**src/eps_defs.svh**
```systemverilog
// Offsets, field positions, codes and reset values of the exception status block
`ifndef EPS_DEFS_SVH
`define EPS_DEFS_SVH
`define EPS_ICSR_OFFSET 12'hD04
`define EPS_CTRL_OFFSET 12'hD40
`define EPS_BIT_TICK_SET 26
`define EPS_BIT_TICK_CLR 25
`define EPS_BIT_DBG_IRQ 23
`define EPS_BIT_ANY_IRQ 22
`define EPS_VEC_MSB 17
`define EPS_VEC_LSB 12
`define EPS_VEC_NONE 6'h00
`define EPS_VEC_NMI 6'h02
`define EPS_VEC_HARD 6'h03
`define EPS_VEC_MEM 6'h04
`define EPS_VEC_BUS 6'h05
`define EPS_VEC_USAGE 6'h06
`define EPS_VEC_SVC 6'h0B
`define EPS_VEC_PSV 6'h0E
`define EPS_VEC_TICK 6'h0F
`define EPS_VEC_IRQ0 6'h10
`define EPS_NUM_IRQ 43
`define EPS_PRI_W 3
`define EPS_RESP_OKAY 2'h0
`define EPS_RESP_SLVERR 2'h2
`define EPS_ZERO32 32'h00000000
`endif

```
**src/eps_pkg.sv**
```systemverilog
// Types of the exception status block
package eps_pkg;
   typedef logic [5:0] eps_vec_t;
   typedef logic [2:0] eps_pri_t;
   typedef enum logic [1:0] {EPS_IDLE = 2'h0, EPS_RESP = 2'h1} eps_bus_t;
endpackage

```
**src/eps_status.sv**
```systemverilog
// Exception pending status register with AXI4-Lite access
`timescale 1ns/1ps
`include "eps_defs.svh"

// Summary of operation
// Writing one to tick clear removes system tick pending; zero does nothing.
// Tick clear bit is write-only; its read value is undefined (reads zero).
// Bit 23 reads one when release from halt will take an interrupt.
// Bit 23 reads zero whenever the core is not halted in debug.
// Bit 22 reads one when any interrupt is pending.
// Bit 22 ignores the non-maskable interrupt and fault exceptions.
// Bits 17:12 give the highest-priority pending enabled exception number.
// Vector uses base priority threshold and fault mask, not the primary mask.
// Codes: none 0x00, NMI 0x02, SVC 0x0B, service request 0x0E, tick 0x0F.
// Codes: hard 0x03, memory 0x04, bus 0x05, usage 0x06.
// External line n reports code 0x10 plus n.
// Reserved codes 0x01, 0x07-0x0A, 0x0C, 0x0D are never reported.
// Writing one to bit 26 sets tick pending; reading it returns the state.
// Status fields track live state; writes to them are ignored.
module eps_status
   import eps_pkg::*;
(
   input wire logic sys_clk,
   input wire logic sys_rst,
   input wire logic [11:0] s_axi_awaddr,
   input wire logic s_axi_awvalid,
   output logic s_axi_awready,
   input wire logic [31:0] s_axi_wdata,
   input wire logic [3:0] s_axi_wstrb,
   input wire logic s_axi_wvalid,
   output logic s_axi_wready,
   output logic [1:0] s_axi_bresp,
   output logic s_axi_bvalid,
   input wire logic s_axi_bready,
   input wire logic [11:0] s_axi_araddr,
   input wire logic s_axi_arvalid,
   output logic s_axi_arready,
   output logic [31:0] s_axi_rdata,
   output logic [1:0] s_axi_rresp,
   output logic s_axi_rvalid,
   input wire logic s_axi_rready,
   input wire logic nmi_pending,
   input wire logic [3:0] fault_pending,
   input wire logic svc_pending,
   input wire logic psv_pending,
   input wire logic tick_event,
   input wire logic [42:0] irq_pending,
   input wire logic [42:0] irq_enable,
   input wire logic [128:0] irq_priority,
   input wire logic [11:0] sys_priority,
   input wire logic debug_halted,
   input wire logic tick_taken,
   output logic tick_pending,
   output logic [5:0] pending_vector_number,
   output logic any_irq_pending
);

   localparam int NIRQ = `EPS_NUM_IRQ;
   eps_bus_t wr_state_reg;
   eps_bus_t rd_state_reg;
   logic aw_got_reg;
   logic w_got_reg;
   logic [11:0] aw_addr_reg;
   logic [31:0] w_data_reg;
   logic [3:0] w_strb_reg;
   logic [3:0] base_priority_threshold_reg;
   logic fault_mask_a_reg;
   logic dbg_irq_reg;
   logic tick_pending_reg;
   eps_vec_t vec_next;
   logic irq_any_next;
   logic dbg_irq_next;
   logic wr_fire;
   logic tick_set_wr;
   logic tick_clr_wr;

   // Threshold of zero disables masking; smaller value means higher priority
   function automatic logic pri_allowed(input logic [2:0] pri, input logic [3:0] thr);
      pri_allowed = (thr == 4'h0) || ({1'b0, pri} < thr);
   endfunction

   // Priority search; lowest number wins ties, NMI and hard fault are fixed top
   always_comb
   begin
      eps_vec_t best;
      logic [3:0] best_pri;
      logic found;
      best = `EPS_VEC_NONE;
      best_pri = 4'hF;
      found = 1'b0;
      irq_any_next = 1'b0;
      if (nmi_pending)
      begin
         best = `EPS_VEC_NMI;
         found = 1'b1;
      end
      else if (fault_pending[0] && !fault_mask_a_reg)
      begin
         best = `EPS_VEC_HARD;
         found = 1'b1;
      end
      for (int i = 1; i < 4; i++)
      begin
         if (!found && fault_pending[i] && !fault_mask_a_reg
             && pri_allowed(sys_priority[3*(i-1) +: 3], base_priority_threshold_reg)
             && {1'b0, sys_priority[3*(i-1) +: 3]} < best_pri)
         begin
            best = 6'(`EPS_VEC_HARD + i);
            best_pri = {1'b0, sys_priority[3*(i-1) +: 3]};
         end
      end
      if (!found && svc_pending && pri_allowed(sys_priority[11:9], base_priority_threshold_reg)
          && {1'b0, sys_priority[11:9]} < best_pri)
      begin
         best = `EPS_VEC_SVC;
         best_pri = {1'b0, sys_priority[11:9]};
      end
      if (!found && psv_pending && pri_allowed(irq_priority[128:126], base_priority_threshold_reg)
          && {1'b0, irq_priority[128:126]} < best_pri)
      begin
         best = `EPS_VEC_PSV;
         best_pri = {1'b0, irq_priority[128:126]};
      end
      if (!found && tick_pending_reg && pri_allowed(sys_priority[2:0], base_priority_threshold_reg)
          && {1'b0, sys_priority[2:0]} < best_pri)
      begin
         best = `EPS_VEC_TICK;
         best_pri = {1'b0, sys_priority[2:0]};
      end
      for (int n = 0; n < NIRQ; n++)
      begin
         if (irq_pending[n])
            irq_any_next = 1'b1;
         if (!found && irq_pending[n] && irq_enable[n]
             && pri_allowed(irq_priority[3*n +: 3], base_priority_threshold_reg)
             && {1'b0, irq_priority[3*n +: 3]} < best_pri)
         begin
            best = 6'(`EPS_VEC_IRQ0 + n);
            best_pri = {1'b0, irq_priority[3*n +: 3]};
         end
      end
      irq_any_next = irq_any_next | psv_pending | tick_pending_reg | svc_pending;
      vec_next = best;
   end

   assign dbg_irq_next = debug_halted && (vec_next != `EPS_VEC_NONE);

   // Write channel: address and data accepted in either order
   assign wr_fire = aw_got_reg && w_got_reg && (wr_state_reg == EPS_IDLE);
   assign tick_set_wr = wr_fire && (aw_addr_reg == `EPS_ICSR_OFFSET) && w_strb_reg[3]
                        && w_data_reg[`EPS_BIT_TICK_SET];
   assign tick_clr_wr = wr_fire && (aw_addr_reg == `EPS_ICSR_OFFSET) && w_strb_reg[3]
                        && w_data_reg[`EPS_BIT_TICK_CLR];

   always_ff @(posedge sys_clk)
   begin
      if (sys_rst)
      begin
         aw_got_reg <= 1'b0;
         w_got_reg <= 1'b0;
         aw_addr_reg <= 12'h000;
         w_data_reg <= `EPS_ZERO32;
         w_strb_reg <= 4'h0;
         s_axi_awready <= 1'b0;
         s_axi_wready <= 1'b0;
         s_axi_bvalid <= 1'b0;
         s_axi_bresp <= `EPS_RESP_OKAY;
         wr_state_reg <= EPS_IDLE;
      end
      else
      begin
         s_axi_awready <= !aw_got_reg && !(s_axi_awvalid && s_axi_awready) && wr_state_reg == EPS_IDLE;
         s_axi_wready <= !w_got_reg && !(s_axi_wvalid && s_axi_wready) && wr_state_reg == EPS_IDLE;
         if (s_axi_awvalid && s_axi_awready)
         begin
            aw_got_reg <= 1'b1;
            aw_addr_reg <= {s_axi_awaddr[11:2], 2'h0};
         end
         if (s_axi_wvalid && s_axi_wready)
         begin
            w_got_reg <= 1'b1;
            w_data_reg <= s_axi_wdata;
            w_strb_reg <= s_axi_wstrb;
         end
         case (wr_state_reg)
            EPS_IDLE:
            begin
               if (wr_fire)
               begin
                  s_axi_bvalid <= 1'b1;
                  s_axi_bresp <= (aw_addr_reg == `EPS_ICSR_OFFSET || aw_addr_reg == `EPS_CTRL_OFFSET)
                                 ? `EPS_RESP_OKAY : `EPS_RESP_SLVERR;
                  wr_state_reg <= EPS_RESP;
               end
            end
            EPS_RESP:
            begin
               if (s_axi_bready)
               begin
                  s_axi_bvalid <= 1'b0;
                  aw_got_reg <= 1'b0;
                  w_got_reg <= 1'b0;
                  wr_state_reg <= EPS_IDLE;
               end
            end
            default:
               wr_state_reg <= EPS_IDLE;
         endcase
      end
   end

   // Control register: threshold in bits 3:0, fault mask in bit 8
   always_ff @(posedge sys_clk)
   begin
      if (sys_rst)
      begin
         base_priority_threshold_reg <= 4'h0;
         fault_mask_a_reg <= 1'b0;
      end
      else if (wr_fire && aw_addr_reg == `EPS_CTRL_OFFSET)
      begin
         if (w_strb_reg[0])
            base_priority_threshold_reg <= w_data_reg[3:0];
         if (w_strb_reg[1])
            fault_mask_a_reg <= w_data_reg[8];
      end
   end

   // Tick pending: hardware event beats a same-cycle software clear
   always_ff @(posedge sys_clk)
   begin
      if (sys_rst)
         tick_pending_reg <= 1'b0;
      else if (tick_event || tick_set_wr)
         tick_pending_reg <= 1'b1;
      else if (tick_clr_wr || tick_taken)
         tick_pending_reg <= 1'b0;
   end

   // Status snapshot updated every cycle; writes never touch it
   always_ff @(posedge sys_clk)
   begin
      if (sys_rst)
      begin
         pending_vector_number <= `EPS_VEC_NONE;
         any_irq_pending <= 1'b0;
         dbg_irq_reg <= 1'b0;
         tick_pending <= 1'b0;
      end
      else
      begin
         pending_vector_number <= vec_next;
         any_irq_pending <= irq_any_next;
         dbg_irq_reg <= dbg_irq_next;
         tick_pending <= tick_pending_reg;
      end
   end

   // Read channel, one cycle after address acceptance
   always_ff @(posedge sys_clk)
   begin
      if (sys_rst)
      begin
         s_axi_arready <= 1'b0;
         s_axi_rvalid <= 1'b0;
         s_axi_rdata <= `EPS_ZERO32;
         s_axi_rresp <= `EPS_RESP_OKAY;
         rd_state_reg <= EPS_IDLE;
      end
      else
      begin
         case (rd_state_reg)
            EPS_IDLE:
            begin
               s_axi_arready <= !(s_axi_arvalid && s_axi_arready);
               if (s_axi_arvalid && s_axi_arready)
               begin
                  s_axi_rvalid <= 1'b1;
                  s_axi_rresp <= `EPS_RESP_OKAY;
                  s_axi_rdata <= `EPS_ZERO32;
                  rd_state_reg <= EPS_RESP;
                  if ({s_axi_araddr[11:2], 2'h0} == `EPS_ICSR_OFFSET)
                  begin
                     // Clear bit 25 reads zero
                     s_axi_rdata[`EPS_BIT_TICK_SET] <= tick_pending_reg;
                     s_axi_rdata[`EPS_BIT_DBG_IRQ] <= dbg_irq_reg;
                     s_axi_rdata[`EPS_BIT_ANY_IRQ] <= any_irq_pending;
                     s_axi_rdata[`EPS_VEC_MSB:`EPS_VEC_LSB] <= pending_vector_number;
                  end
                  else if ({s_axi_araddr[11:2], 2'h0} == `EPS_CTRL_OFFSET)
                  begin
                     s_axi_rdata[3:0] <= base_priority_threshold_reg;
                     s_axi_rdata[8] <= fault_mask_a_reg;
                  end
                  else
                     s_axi_rresp <= `EPS_RESP_SLVERR;
               end
            end
            EPS_RESP:
            begin
               s_axi_arready <= 1'b0;
               if (s_axi_rready)
               begin
                  s_axi_rvalid <= 1'b0;
                  rd_state_reg <= EPS_IDLE;
               end
            end
            default:
               rd_state_reg <= EPS_IDLE;
         endcase
      end
   end
endmodule

```
**config.mk**
```make
export PLATFORM = sky130hd
export DESIGN_NAME = eps_status
export DESIGN_NICKNAME = d
export VERILOG_FILES = /design/src/eps_pkg.sv /design/src/eps_status.sv
export VERILOG_INCLUDE_DIRS = /design/src
export SDC_FILE = /design/constraint.sdc
export NUM_CORES = 1
export LEC_CHECK = 0
export BUFFER_PORTS_ARGS = -buffer_cell sky130_fd_sc_hd__buf_2
export CAP_MARGIN = 0
export CORE_ASPECT_RATIO = 2
export CORE_MARGIN = 2
export CORE_UTILIZATION = 41
export DETAILED_ROUTE_END_ITERATION = 10
export GPL_TIMING_DRIVEN = 0
export PLACE_DENSITY_LB_ADDON = 0.12
export SETUP_SLACK_MARGIN = 0.1
export SKIP_LAST_GASP = 1
export SLEW_MARGIN = 20
export SYNTH_ARGS = -nofsm -noshare
export SYNTH_HDL_FRONTEND = slang
export SYNTH_SLANG_ARGS = --single-unit
```
**constraint.sdc**
```tcl
create_clock -name sys_clk -period 200.5 [get_ports sys_clk]
set_clock_uncertainty 0.05 [all_clocks]
set_input_delay 40.1 -clock sys_clk [delete_from_list [all_inputs] [get_ports sys_clk]]
set_output_delay 40.1 -clock sys_clk [all_outputs]
set_load 0.005 [all_outputs]
```
==> impl_results.md <==
- Post-synthesis sequential area ratio: between 8 and 9%
- Ys flop type: dfxtp_1
- Cts hold-fix bufs: 0
- Number of synthesized register bits: between 50 and 60
- TNS Setup: 0 ps
- CP Buf/Inv Count: 40
- Max FFs per register: 14
- Xor/xnor share of the synthesized area: 0.136%
- Hold Path Origin: dbg_irq_reg
- Fin. Hold Viols: 0
- Final setup fails: 0
- Sequential power share: around 14%
- Most Frequent Cell on Critical Path: ha_1
- Total power: a little under 0.1 mW
- Post-synthesis simple-gate area fraction: between 20% and 30%
- # IOs: 353
- Root Buffer: clkbuf_16
- FILL cells: 3296
- Synth unique cells: 122
- Cells on worst reg2reg path: roughly 330
- Worst-Margin Slew: 1160 ps
- PostCTS Resize Cnt: 0
- Drt drc: 0
- Psw: between 0.04 and 0.05 mW
- Worst Hold End: s_axi_rdata[23]
- Vias per cell: ~6
- Nets: 2577
- F_max: 9.52 MHz
- Required @ worst endpoint: ~200000 ps
- RR Endpoint: pending_vector_number[5]
- Largest family of logic cells by synthesized area: compound AO/OA/AOI/OAI gates
- GRT Residual Overflow: 0
- Synth-to-layout area growth: 18.6%
- Setup slack, reg-to-reg: between 100000 and 150000 ps
- Routability cong.: ~0.91
- Detailed Route Iter0 Violations: 758
- CTS tree: done
- Final wirelength: between 40 and 50 mm
- H-Tree Depth: 3
- Static Leak: about 6.9 nW
- Share of synthesized flip-flops with an asynchronous set or reset: 0%
- GRT Resource Usage Total: between 20 and 30%
- CP max stage delay: ~670 ps
- Drt first pass iters: 5
- Layout cells sized above 1: between 20% and 30%
- Number of global-route vias before repair: between 10000 and 15000
- Internal Power: approximately 0.050 mW
- Placed cells: about 2500
- Clock Latency Late Sink: ~320 ps
- CP endpoint kind: flip-flop
- Tcrit/Tclk final: 52.4%
- Mapped Cells: ~1800
- Initial antenna violation count: 12
- Number of flops mapped to enable cells by yosys: 0
- Post-Syn Area per Cell: 7.20 um2
- Clock power frac: 13.2%
- Crit path kind: in -> reg
- Die area: between 30000 and 40000 um2
- Rel. slew slack: ~22%
- Synth Area in Compound Gates: around 42%
- RSZ-0062 raised after global routing: false
- Post-DP HPWL: between 30 and 40 mm
- Non-filler cells, final: around 2600
- Power per Cell Area: ~6.3 nW/um2
- Max-capacitance violation count: 0
- Die Height: roughly 260 um
- WHS Path Cells: 2
- Die Span X: 130 um
- Post-synthesis cell area: roughly 13000 um2
- Setup crit start kind: primary input
- Reg clk slew, reported paths: 50 ps
- Max-slew violation count: 0
- Status: completed
- # port buffers: roughly 300
- Top delay family on crit path: compound AO/OA/AOI/OAI gates
- Sw Share: 48.2%
- Core Box Area: between 30000 and 40000 um2
- Post-CTS Setup Bufs: 0
- Crit path time final: ~110000 ps
- Synth warn: 0
- Worst Path Arrival: around 110000 ps
- Mux cell area share after synthesis: just over 4%
- Clock Path Buffers: 2
- Slowest cell on the critical path: o31ai_1
- CTS Buf Count: 9
- Routed Antenna Nets: 0
- Routed wire per std cell: 17.6 um
- Worst hold path class: reg -> reg
- Starting density of the core: between 40% and 50%
- Sinks on the clock net: 58
- Multi-input gate area: approximately 11000 um2
- Critical Path Fanout Max: 10
- Row cnt: between 90 and 100
- FF-to-FF Start: base_priority_threshold_reg[1]
- Reg area: between 1000 and 1500 um2
- Worst-case vdd ir drop: ~0.0046 mV
- Routed vias: around 15000
- Largest net degree at the start of global routing: 48
- Logic gate share of total power: approximately 73%
- First-pass GRT wire length: approximately 69 mm
- Synth Area in Adders: between 10 and 15%
- Util after Layout: about half
==> power by group through the flow <==
stage          logic [mW]  registers (mW)  clock network, mW
2_1_floorplan      0.0521          0.0134                  0
3_3_place_gp       0.0693          0.0136                  0
3_5_place_dp       0.0699          0.0136                  0
4_1_cts            0.0704          0.0134             0.0131
5_1_grt            0.0793          0.0135             0.0135
6_report           0.0708          0.0134             0.0128
==> through the flow <==
stage / area [um2] / hold WS (ps) / setup WS (ps)
after global routing: 15300 / 418 / 89780
after floorplan: 13000 / 367 / 105190
after detailed placement: 15100 / 385 / 95940
final: 15300 / 396 / 95470
after global placement: 15000 / 377 / 96000
after CTS: 15300 / 391 / 95970
==> worst max-delay path by stage <==
| stage | slack, ps | depth (start not counted) | endpoint | from |
|---|---|---|---|---|
| floorplan | 105190 | 325 | pending_vector_number[2] | sys_priority[2] |
| global placement | 96000 | 327 | pending_vector_number[2] | sys_priority[2] |
| detailed placement | 95940 | 328 | pending_vector_number[2] | sys_priority[2] |
| CTS | 95970 | 327 | pending_vector_number[5] | sys_priority[2] |
| global route | 89780 | 325 | pending_vector_number[5] | sys_priority[2] |
| finish | 95470 | 327 | pending_vector_number[5] | sys_priority[2] |
==> layout by cell type (no fill, tap or decap), drive strengths merged, types with 36 or more instances in the layout <==
master / instances
buf: 336
nand2b: 80
dfxtp: 58
nand2: 188
a21o: 86
a21oi: 191
a211oi: 36
ha: 144
o21ai: 84
inv: 108
o2111ai: 47
nor2: 134
==> routing by layer <==
layer | vias up | share of wire, % | track usage [%]
met5 | - | 0.22 | 0
met4 | 16 | 2.8 | 7.86
met3 | 80 | 5.8 | 3.07
met2 | 523 | 47 | 44.5
met1 | 6770 | 44 | 33.3
li1 | 7564 | - | -
==> worst min-delay path, cell delays in order (launching register included) <==
cell,delay (ps)
dfxtp_1,300
nand2_1,50
a21oi_1,50
==> final cells by class <==
type                    count  share of cell area [%]
clock inverters             1                  0.0326
inverters                 108                    2.68
diodes                      5                  0.0816
clock buffers              11                    1.58
plain buffers              53                    2.01
repair buffers            303                    10.0
flip-flops and latches     58                    7.57
well taps                 423                    3.45
multi-input cells        1596                    72.6
==> cells in the mapped netlist (30+ instances only) <==
library cell	count	area share [%]
and2_1	31	1.5
o21ai_0	70	2.7
a21o_1	85	4.9
ha_1	144	14
a21oi_1	186	7.2
a31oi_1	31	1.5
o2111ai_1	47	3.2
nand2b_1	80	3.9
dfxtp_1	58	9.0
nor2_1	133	3.9
nand2_1	188	5.5
nand3_1	30	1.2
nor3_1	31	1.2
inv_1	107	3.1
==> kinds of logic after synthesis <==
| logic type | after synthesis |
|---|---|
| simple gates | 632 |
| other cells | 1 |
| xor+xnor | 2 |
| flops | 58 |
| fa+ha+maj | 152 |
| buf+inv | 161 |
| compound gates | 744 |
| mux | 46 |
No activity file was read; power rests on OpenSTA's default activity.
